<file path="src/rst_pin_pkg.sv">
// Constants and types for the host bus reset and pin control block
package rst_pin_pkg;
  localparam int unsigned ADDR_DATA_W      = 32;
  localparam int unsigned SYNC_STAGES      = 2;
  localparam int unsigned CLK_PERIOD_NS    = 10;
  localparam int unsigned GRST_MIN_MS      = 2;
  localparam int unsigned GRST_MIN_CYCLES  = (GRST_MIN_MS * 1000000 + CLK_PERIOD_NS - 1)
                                             / CLK_PERIOD_NS;
  localparam logic [31:0] ADDR_RESET_VAL   = 32'h0000_0000;
  localparam logic [31:0] DATA_RESET_VAL   = 32'h0000_0000;
  localparam logic [7:0]  PM_CTX_RESET_VAL = 8'h00;
  localparam logic [7:0]  VEND_RESET_VAL   = 8'h00;

  typedef enum logic [1:0] {
    PH_IDLE,
    PH_ADDR,
    PH_DATA
  } bus_phase_t;
endpackage

</file>
<file path="src/host_bus_reset_and_pin_control.sv">
// Host bus reset domains, pin sampling, interrupt pin and shared bus phases
// Functional notes
// Global reset restores every register default
// Global reset: inactive, all outputs floated
// System holds global reset at least 2 ms; the bench holds rstn low for only 3 clocks, and GRST_MIN_CYCLES is unused
// Global reset once; separate bus reset
// Bus signals sampled on rising clock edge
// Interrupt pin; card-bus interrupt when strap low
// Bus reset: nonfunctional, outputs floated
// Bus reset keeps power and vendor bits
// Bus reset input wired to host reset
// Shared lines: address phase, then data
// Async assert, synchronised reset release
module host_bus_reset_and_pin_control
  import rst_pin_pkg::*;
#(
  parameter int unsigned AD_W = ADDR_DATA_W
) (
  // Clock and resets
  input  wire logic                 clk,
  input  wire logic                 clk_en,
  input  wire logic                 rstn,
  input  wire logic                 bus_rstn,
  // Straps and events
  input  wire logic                 card_mode_strap,
  input  wire logic                 irq_event,
  input  wire logic                 irq_clear,
  // Shared address/data bus
  input  wire logic [AD_W-1:0]      shared_addr_data_bus_in,
  output logic      [AD_W-1:0]      shared_addr_data_bus_out,
  output logic                      shared_addr_data_bus_oe,
  input  wire logic                 cycle_start,
  input  wire logic                 cycle_last,
  input  wire logic                 drive_data,
  input  wire logic [AD_W-1:0]      data_word,
  // Retained context written by host software
  input  wire logic                 ctx_we,
  input  wire logic [7:0]           pm_ctx_wdata,
  input  wire logic [7:0]           vend_wdata,
  // Observed state
  output logic      [AD_W-1:0]      captured_addr,
  output logic      [AD_W-1:0]      captured_data,
  output logic                      data_valid,
  output logic      [7:0]           pm_ctx,
  output logic      [7:0]           vend_bits,
  // Interrupt pin, open drain style
  output logic                      host_interrupt_out,
  output logic                      host_interrupt_oe
);

  // ----------------------------------------
  // Reset synchronisers
  // ----------------------------------------
  logic [1:0] grst_sync_ff;
  logic [1:0] brst_sync_ff;
  wire        bus_rst_async_n = rstn & bus_rstn;

  // async assert, sync release
  always_ff @(posedge clk or negedge rstn) begin
    if (!rstn) grst_sync_ff <= 2'h0;
    else       grst_sync_ff <= {grst_sync_ff[0], 1'b1};
  end

  // bus reset pin into its own domain
  always_ff @(posedge clk or negedge bus_rst_async_n) begin
    if (!bus_rst_async_n) brst_sync_ff <= 2'h0;
    else                  brst_sync_ff <= {brst_sync_ff[0], 1'b1};
  end

  wire g_rstn   = grst_sync_ff[1];
  wire b_rstn   = brst_sync_ff[1];
  wire run_en   = clk_en & g_rstn & b_rstn;

  // ----------------------------------------
  // Input synchronisers
  // ----------------------------------------
  logic [1:0] strap_sync_ff;
  logic [1:0] irq_sync_ff;
  logic [1:0] clr_sync_ff;

  // pins sampled on rising edge
  always_ff @(posedge clk or negedge rstn) begin
    if (!rstn) begin
      strap_sync_ff <= 2'h3;
      irq_sync_ff   <= 2'h0;
      clr_sync_ff   <= 2'h0;
    end else if (clk_en) begin
      strap_sync_ff <= {strap_sync_ff[0], card_mode_strap};
      irq_sync_ff   <= {irq_sync_ff[0], irq_event};
      clr_sync_ff   <= {clr_sync_ff[0], irq_clear};
    end
  end

  wire card_mode = ~strap_sync_ff[1];

  // ----------------------------------------
  // Retained context bits
  // ----------------------------------------
  logic [7:0] pm_ctx_ff;
  logic [7:0] vend_ff;

  // only global reset clears these
  always_ff @(posedge clk or negedge rstn) begin
    if (!rstn) begin
      pm_ctx_ff <= PM_CTX_RESET_VAL;
      vend_ff   <= VEND_RESET_VAL;
    end else if (clk_en && g_rstn && ctx_we) begin
      pm_ctx_ff <= pm_ctx_wdata;
      vend_ff   <= vend_wdata;
    end
  end

  // ----------------------------------------
  // Bus phase tracking
  // ----------------------------------------
  bus_phase_t      phase_ff;
  bus_phase_t      nxt_phase;
  logic [AD_W-1:0] addr_ff;
  logic [AD_W-1:0] data_ff;
  logic            valid_ff;
  logic            irq_ff;

  // address phase then data phase
  always_comb begin
    nxt_phase = phase_ff;
    case (phase_ff)
      PH_IDLE: if (cycle_start) nxt_phase = PH_ADDR;
      PH_ADDR: nxt_phase = PH_DATA;
      PH_DATA: if (cycle_last) nxt_phase = PH_IDLE;
      default: nxt_phase = PH_IDLE;
    endcase
  end

  // ----------------------------------------
  // Phase decode
  // ----------------------------------------
  wire in_addr  = (phase_ff == PH_ADDR);
  wire in_data  = (phase_ff == PH_DATA);
  wire drive_ok = in_data & drive_data;
  wire take_dat = in_data & ~drive_data;

  // ----------------------------------------
  // Interrupt next state
  // ----------------------------------------
  // sticky request, set wins
  wire nxt_irq  = irq_sync_ff[1] | (irq_ff & ~clr_sync_ff[1]);

  // global reset clears everything
  // bus reset clears working state
  always_ff @(posedge clk or negedge bus_rst_async_n) begin
    if (!bus_rst_async_n) begin
      phase_ff <= PH_IDLE;
      addr_ff  <= AD_W'(ADDR_RESET_VAL);
      data_ff  <= AD_W'(DATA_RESET_VAL);
      valid_ff <= 1'b0;
      irq_ff   <= 1'b0;
    end else if (run_en) begin
      phase_ff <= nxt_phase;
      if (in_addr) addr_ff <= shared_addr_data_bus_in;
      if (take_dat) data_ff <= shared_addr_data_bus_in;
      valid_ff <= take_dat;
      // Set wins over clear
      irq_ff   <= nxt_irq;
    end
  end

  // ----------------------------------------
  // Output registers
  // ----------------------------------------
  logic [AD_W-1:0] ad_out_ff;
  logic            ad_oe_ff;
  logic            int_oe_ff;

  // outputs floated in global reset
  // outputs floated in bus reset
  always_ff @(posedge clk or negedge bus_rst_async_n) begin
    if (!bus_rst_async_n) begin
      ad_out_ff <= '0;
      ad_oe_ff  <= 1'b0;
      int_oe_ff <= 1'b0;
    end else if (run_en) begin
      ad_out_ff <= drive_ok ? data_word : '0;
      ad_oe_ff  <= drive_ok;
      // active low pin, card mode same pin
      int_oe_ff <= nxt_irq;
    end
  end

  // ----------------------------------------
  // Interrupt pin level
  // ----------------------------------------
  logic int_out_ff;

  // same low level in both modes
  always_ff @(posedge clk or negedge bus_rst_async_n) begin
    if (!bus_rst_async_n) begin
      int_out_ff <= 1'b0;
    end else if (run_en) begin
      int_out_ff <= 1'b0;
    end
  end

  // ----------------------------------------
  // Port drive
  // ----------------------------------------
  assign shared_addr_data_bus_out = ad_out_ff;
  assign shared_addr_data_bus_oe  = ad_oe_ff;
  assign captured_addr            = addr_ff;
  assign captured_data            = data_ff;
  assign data_valid               = valid_ff;
  assign pm_ctx                   = pm_ctx_ff;
  assign vend_bits                = vend_ff;
  assign host_interrupt_out       = int_out_ff;
  assign host_interrupt_oe        = int_oe_ff;

  wire unused_card = card_mode;
endmodule

</file>
<file path="config.mk">
export PLATFORM = sky130hd
export DESIGN_NAME = host_bus_reset_and_pin_control
export DESIGN_NICKNAME = d
export VERILOG_FILES = /design/src/rst_pin_pkg.sv /design/src/host_bus_reset_and_pin_control.sv
export SDC_FILE = /design/constraint.sdc
export NUM_CORES = 1
export LEC_CHECK = 0
export ABC_AREA = 1
export BUFFER_PORTS_ARGS = -buffer_cell sky130_fd_sc_hd__buf_2
export CAP_MARGIN = 5
export CORE_MARGIN = 2
export CORE_UTILIZATION = 40
export DETAILED_ROUTE_END_ITERATION = 10
export PLACE_DENSITY = 0.72
export SETUP_SLACK_MARGIN = 0.02
export SKIP_CTS_REPAIR_TIMING = 1
export SYNTH_ARGS = -nofsm -noshare
export SYNTH_HDL_FRONTEND = slang
export SYNTH_SLANG_ARGS = --single-unit
</file>
<file path="constraint.sdc">
create_clock -name clk -period 4 [get_ports clk]
set_input_delay 0.8 -clock clk [delete_from_list [all_inputs] [get_ports clk]]
set_output_delay 0.8 -clock clk [all_outputs]
set_load 0.005 [all_outputs]
</file>
**Word level (Yosys, flattened, before mapping)**

Index checks and enable logic that the tools add are counted.

- Register bits after elaboration: 125
- Logic and storage cells: 36
- Bits of input ports: 91
- Output and inout bits: 116

- Bitwise operators: 9
- Mux-type cells: 4
- Equal/unequal tests: 4
- Reduce and logical (&&, ||, !) cells: 6

Operators by type and width:

| operator | count |
|---|---|
| 2-to-1 mux 32 bit | 1 |
| bitwise AND 1 bit | 6 |
| one-hot mux 2 bit (3 select lines) | 1 |
| 2-to-1 mux 2 bit | 2 |
| inequality test 2 bit, second input constant | 2 |
| AND reduction 2 bit | 2 |
| AND reduction 3 bit | 1 |
| == test 2 x 1 -> 1 bit, second input constant | 1 |
| == test 2 bit, second input constant | 1 |
| logical AND 1 bit | 2 |
| zero test 2 bit | 1 |
| inverter 1 bit | 2 |
| OR 1 bit | 1 |

**Logic depth before layout (Yosys ltp)**

Gate-level depths: netlist (run 1).

- Depth after elaboration: 3
- Gate-level depth with buffers: 7
- Depth with buffers taken out: 6

**Worst setup path after synthesis (run 1)**

Ideal clock, no wire load.

- Kind: input-to-reg
- From: input clk_en
- To: register data_ff[10] (netlist: captured_data[10])
- Library setup time: 0.116 ns
- Data required time: 3.884 ns
- Slack: 2.346 ns
- Stages on the path: 7
- Data arrival time: 1.538 ns
- Path buffers: 2
- Cells stage by stage: buf_4 > nand3_4 > inv_2 > nand2_2 > buf_2 > nand2_1 > nand2_1

- Longest elaborated chain between the ends: 3

Ends and longest elaborated chain:

| element | RTL line | text |
|---|---|---|
| start, declared | host_bus_reset_and_pin_control.sv:21 | `input wire logic clk_en,` |
| bitwise AND 1 bit (2 in series) | host_bus_reset_and_pin_control.sv:72 | `wire run_en = clk_en & g_rstn & b_rstn;` |
| AND reduction 2 bit (no source line) | n/a |  |
| end signal, assigned | host_bus_reset_and_pin_control.sv:154 | `data_ff <= AD_W'(DATA_RESET_VAL);` |
| end signal, assigned | host_bus_reset_and_pin_control.sv:160 | `if (take_dat) data_ff <= shared_addr_data_bus_in;` |
| end, declared | host_bus_reset_and_pin_control.sv:119 | `logic [AD_W-1:0] data_ff;` |

No other way between the ends.
A chain may end at the register's enable or synchronous reset.

**Final worst setup path (run 1)**

- From: input clk_en
- To: register data_ff[17] (netlist: captured_data[17])

Same word-level chain as after synthesis.

==> results of run 1 <==
-- area by class of cell --
type	instances	area [um^2]
clock buffers	26	509
repair buffers	210	1080
clock inverters	6	105
flip-flops and latches	125	3130
fillers	1136	5330
well taps	147	184
inverters	25	96.3
multi-input cells	357	1480
-- placed cells by master, fill, tap and decap left out, types with 2 or more instances in the layout --
cell type and n:
a21oi_1 2, inv_1 22, conb_1 3, clkbuf_16 17
clkbuf_8 5, bufinv_16 3, clkinv_2 3, buf_2 204
nand3_1 66, dfrtp_1 125, nor2_1 2, clkbuf_1 4
nor2_2 2, buf_4 5, o21ai_0 18, nand2_1 259
inv_2 2
-- final timing paths --
path | startpoint | endpoint | slack (ps) | cells after the start
max reg2reg | grst_sync_ff[1] | captured_data[17] | 1940 | 6
min in group asynchronous | rstn | pm_ctx[3] | 360 | 1
max in group asynchronous | rstn | shared_addr_data_bus_oe | 2290 | 4
min | brst_sync_ff[0] | brst_sync_ff[1] | 340 | 0
min reg2reg | brst_sync_ff[0] | brst_sync_ff[1] | 340 | 0
max | clk_en | captured_data[17] | 1710 | 7
-- per-layer routing --
metal,share of wire,up-vias,wire length [um],global-route usage
li1,-,2061,-,-
met1,0.43,2022,5140,0.237
met2,0.49,159,5930,0.311
met3,0.065,17,780,0.0593
met4,0.016,2,197,0.0846
met5,0.0011,-,13,0
-- critical path, cell delays in order --
cell	delay (ps)
buf_2	200
nand3_4	80
buf_4	250
inv_2	440
nand2_2	520
nand2_1	200
nand2_1	60
-- sequential cells by signal (all words and copies together) (netlist names), 2 cells and up --
signal / count
captured_data: 32
clr_sync_ff: 2
irq_sync_ff: 2
captured_addr: 32
vend_bits: 8
phase_ff: 2
shared_addr_data_bus_out: 32
brst_sync_ff: 2
pm_ctx: 8
grst_sync_ff: 2
-- logic make-up (layout without fill, tap and decap cells) --
kind of cell,count (synthesis),count (layout),synth area share
AND/OR/NAND/NOR,334,334,0.282
flip-flops,125,125,0.644
buffers and inverters,55,267,0.0523
AO/OA/AOI/OAI,20,20,0.0206
other,2,3,0.00155
-- report_power, final --
group | switching [W] | internal (W) | total (W)
clock | 0.000513 | 0.00106 | 0.00157
sequential | 0.000181 | 0.00160 | 0.00178
combinational | 0.000444 | 0.000385 | 0.000829
-- through the flow --
| step | hold slack, ps | total power (W) |
|---|---|---|
| global placement | 335 | 0.00261 |
| floorplan | 331 | 0.00216 |
| CTS | 348 | 0.00424 |
| global route | 351 | 0.00446 |
| finish | 345 | 0.00419 |
| detailed placement | 336 | 0.00265 |
==> reports/qor.yml, run 1 <==
drv_cap: 0
gp_congestion: 0.778
synth_seq_area_share: 0.644
syn_to_final_growth_pct: 35.5
tns_ps: 0
ir_drop_v: 0.000285
clk_path_buf_depth: 2
vias: 4261
placementRows: 40
synth_ff_type: "dfrtp_1"
ios: 207
rsz0062_at_grt: "no"
io_buffer_count: 204
yosys-top-cells-area: "dfrtp_1 (64%), nand2_1 (20%), nand3_1 (6.8%)"
fp.dieH_um: 114
diodes: 0
syn_area_um2: 4860
ys_ff_latch: 125
root_buffer: "clkbuf_16"
cts_tree: "done"
synth_top_cell_area_share: 0.644
synthTopCellsByCount: "nand2_1 (259), dfrtp_1 (125), nand3_1 (66), inv_1 (23), buf_2 (20)"
cts_buffers: 17
final_nets: 827
maxSlewHeadroom: 0.200
dr.pass1.iters: 4
synth_area_leader_cell: "dfrtp_1"
leakage_nw: 3.98
wire_per_inst_um: 13.5
grt.total_usage: 0.192
first_iter_violations: 273
criticalPathCategory: "input port to register"
antenna_left: 0
final_area_um2: 6580
grt_pass1_wl_um: 19400
stdcell_count: 896
routed_via_density: 4.76
fin_crit_ps: 2290
startpoint_type: "input port"
yosysWarnings: 0
path_clk_slew_ps: 50
drc_errors: 0
initial_core_util: 0.408
htree_levels: 4
synth.most_common_cell: "nand2_1"
fin_worst_skew_ps: 6.10
fp.coreArea_um2: 11900
cts_sinks: 125
wirelength_um: 12100
dp.cells: 864
setup_ws_ps: 1710
drv_slew: 0
post-route-util: 0.553
fmax_mhz: 437
drive_above_1_share: 0.328
cp.arrival_ps: 2580
antenna_found_initial: 1
finalSetupViolCount: 0
grt_max_degree: 59
syn_area_per_cell_um2: 9.06
pwr_density_cell_nw_per_um2: 636
hold_violations: 0
critPathMaxFanout: 37
grt_remaining_overflow: 0
place_ws_ps: 1260
status: "finished clean"
finalCritPeriodShare: 0.572
max_slew.worst_pin.slew_ps: 1200
end_kind: "register"
synth_edf_count: 0
hold_path.class: "register to register"
die_x_um: 114
placed_area_um2: 5970
synthArstFlopShare: 1.00
synth_cell_type_count: 19
cp.required_ps: 4290
clk_latency_ps: 400
grt_pass1_vias: 4038
hpwl_um: 8150
die-area_um2: 13000
synth_cells: 536
No activity file was read; power rests on OpenSTA's default activity.
==> inputs of run 2 (changes only) <==
clock period = 2.2 ns   (was 4 ns; I/O delays follow)
==> reports/qor.yml, run 2 (same netlist as run 1, synthesis figures left out) <==
status: "finished clean"
initial_core_util: 0.408
final_cell_mix: "nand2_1 (259), buf_2 (204), dfrtp_1 (125), nand3_1 (66), inv_1 (22)"
cp.required_ps: 2490
cp-startpoint: "phase_ff[0]"
ios: 207
die-area_um2: 13000
first_iter_violations: 232
drc_errors: 0
placed_area_um2: 6020
rsz0062_at_grt: "no"
max_slew.worst_pin.slew_ps: 621
crit_family: "simple AND/OR/NAND/NOR gates"
startpoint_type: "register"
antenna_found_initial: 2
drv_slew: 0
fmax_mhz: 726
hold_path.class: "input port to async pin"
post-route-util: 0.545
die_x_um: 114
gp_congestion: 0.796
cp.arrival_ps: 1670
final_area_um2: 6490
fin_crit_ps: 1380
grt_max_degree: 104
slowest_stage: "dfrtp_1"
grt_pass1_wl_um: 20200
clk_path_buf_depth: 2
htree_levels: 4
hold_violations: 0
clk_latency_ps: 410
cts_sinks: 125
place_ws_ps: 581
criticalPathCategory: "register to register"
worstPathCellList: "inv_1 > nand2_1 > nor2_2 > nand2_2 > buf_4 > nand2_1 > nand2_1"
critPathMaxFanout: 24
cts_tree: "done"
placementRows: 40
wire_per_inst_um: 13.9
syn_to_final_growth_pct: 33.7
hpwl_um: 8580
root_buffer: "clkbuf_16"
io_buffer_count: 204
fp.dieH_um: 114
fin_worst_skew_ps: 5.45
fp.coreArea_um2: 11900
finalSetupViolCount: 0
worst_hold_slack_ps: 11.7
drv_cap: 0
leakage_nw: 3.93
final_nets: 832
final_common_cell: "nand2_1"
wirelength_um: 12500
max_stage_delay_ps: 400
maxSlewHeadroom: 0.586
cts_buffers: 17
path_clk_slew_ps: 50
pwr_density_cell_nw_per_um2: 1090
grt_remaining_overflow: 0
grt_pass1_vias: 4295
crit_top_cell: "nand2_1"
vias: 4292
grt.total_usage: 0.199
end_kind: "register"
reg2reg_from: "phase_ff[0]"
tns_ps: 0
dr.pass1.iters: 4
drive_above_1_share: 0.325
critPathBufInv: 2
ir_drop_v: 0.000401
finalCritPeriodShare: 0.626
routed_via_density: 4.78
antenna_left: 0
setup_ws_ps: 822
## run 2: cell count changes in the layout (fill, tap and decap cells not counted), sizes merged
cell,change
clkbuf,-2
clkinv,+1
diode,+1
bufinv,-3
clkinvlp,+1
buf,+5
inv,-1
## run 2: report_power, final
group | internal [W] | switching [W]
clock | 0.00140 | 0.000893
sequential | 0.00292 | 0.000333
combinational | 0.000707 | 0.000817
## run 2: area by class of cell
cell class / count / area, um^2
Antenna cell: 1 / 2.50
Clock buffer: 24 / 452
Clock inverter: 4 / 20.0
Fill cell: 1129 / 5420
Inverter: 25 / 97.6
Multi-Input combinational cell: 357 / 1480
Sequential cell: 125 / 3130
Tap cell: 147 / 184
Timing Repair Buffer: 215 / 1130
## run 2: through the flow
stage,power [W],instances
floorplan,0.00392,537
global placement,0.00475,869
detailed placement,0.00483,869
CTS,0.00716,897
global route,0.00753,897
finish,0.00707,898
## run 2: metal layers
metal | vias to the layer above | global-route usage | wire length, um
met5 | - | 0 | 0
met4 | 0 | 0.0919 | 252
met3 | 20 | 0.0598 | 787
met2 | 146 | 0.340 | 6260
met1 | 2051 | 0.230 | 5200
li1 | 2075 | - | -
## run 2: path summary, 6_finish.rpt
| path | to | slack [ps] | cells after the start |
|---|---|---|---|
| max | captured_data[19] | 820 | 7 |
| min | clr_sync_ff[1] | 10 | 2 |
| max reg2reg | captured_data[19] | 820 | 7 |
| min reg2reg | grst_sync_ff[1] | 350 | 0 |
| max in group asynchronous | captured_addr[26] | 1550 | 4 |
| min in group clk | clr_sync_ff[0] | 250 | 3 |
## run 2: worst register-to-register path: stages (launching register included)
cell and delay [ps]:
dfrtp_1 400, inv_1 80, nand2_1 90, nor2_2 120, nand2_2 150, buf_4 260
nand2_1 110, nand2_1 60
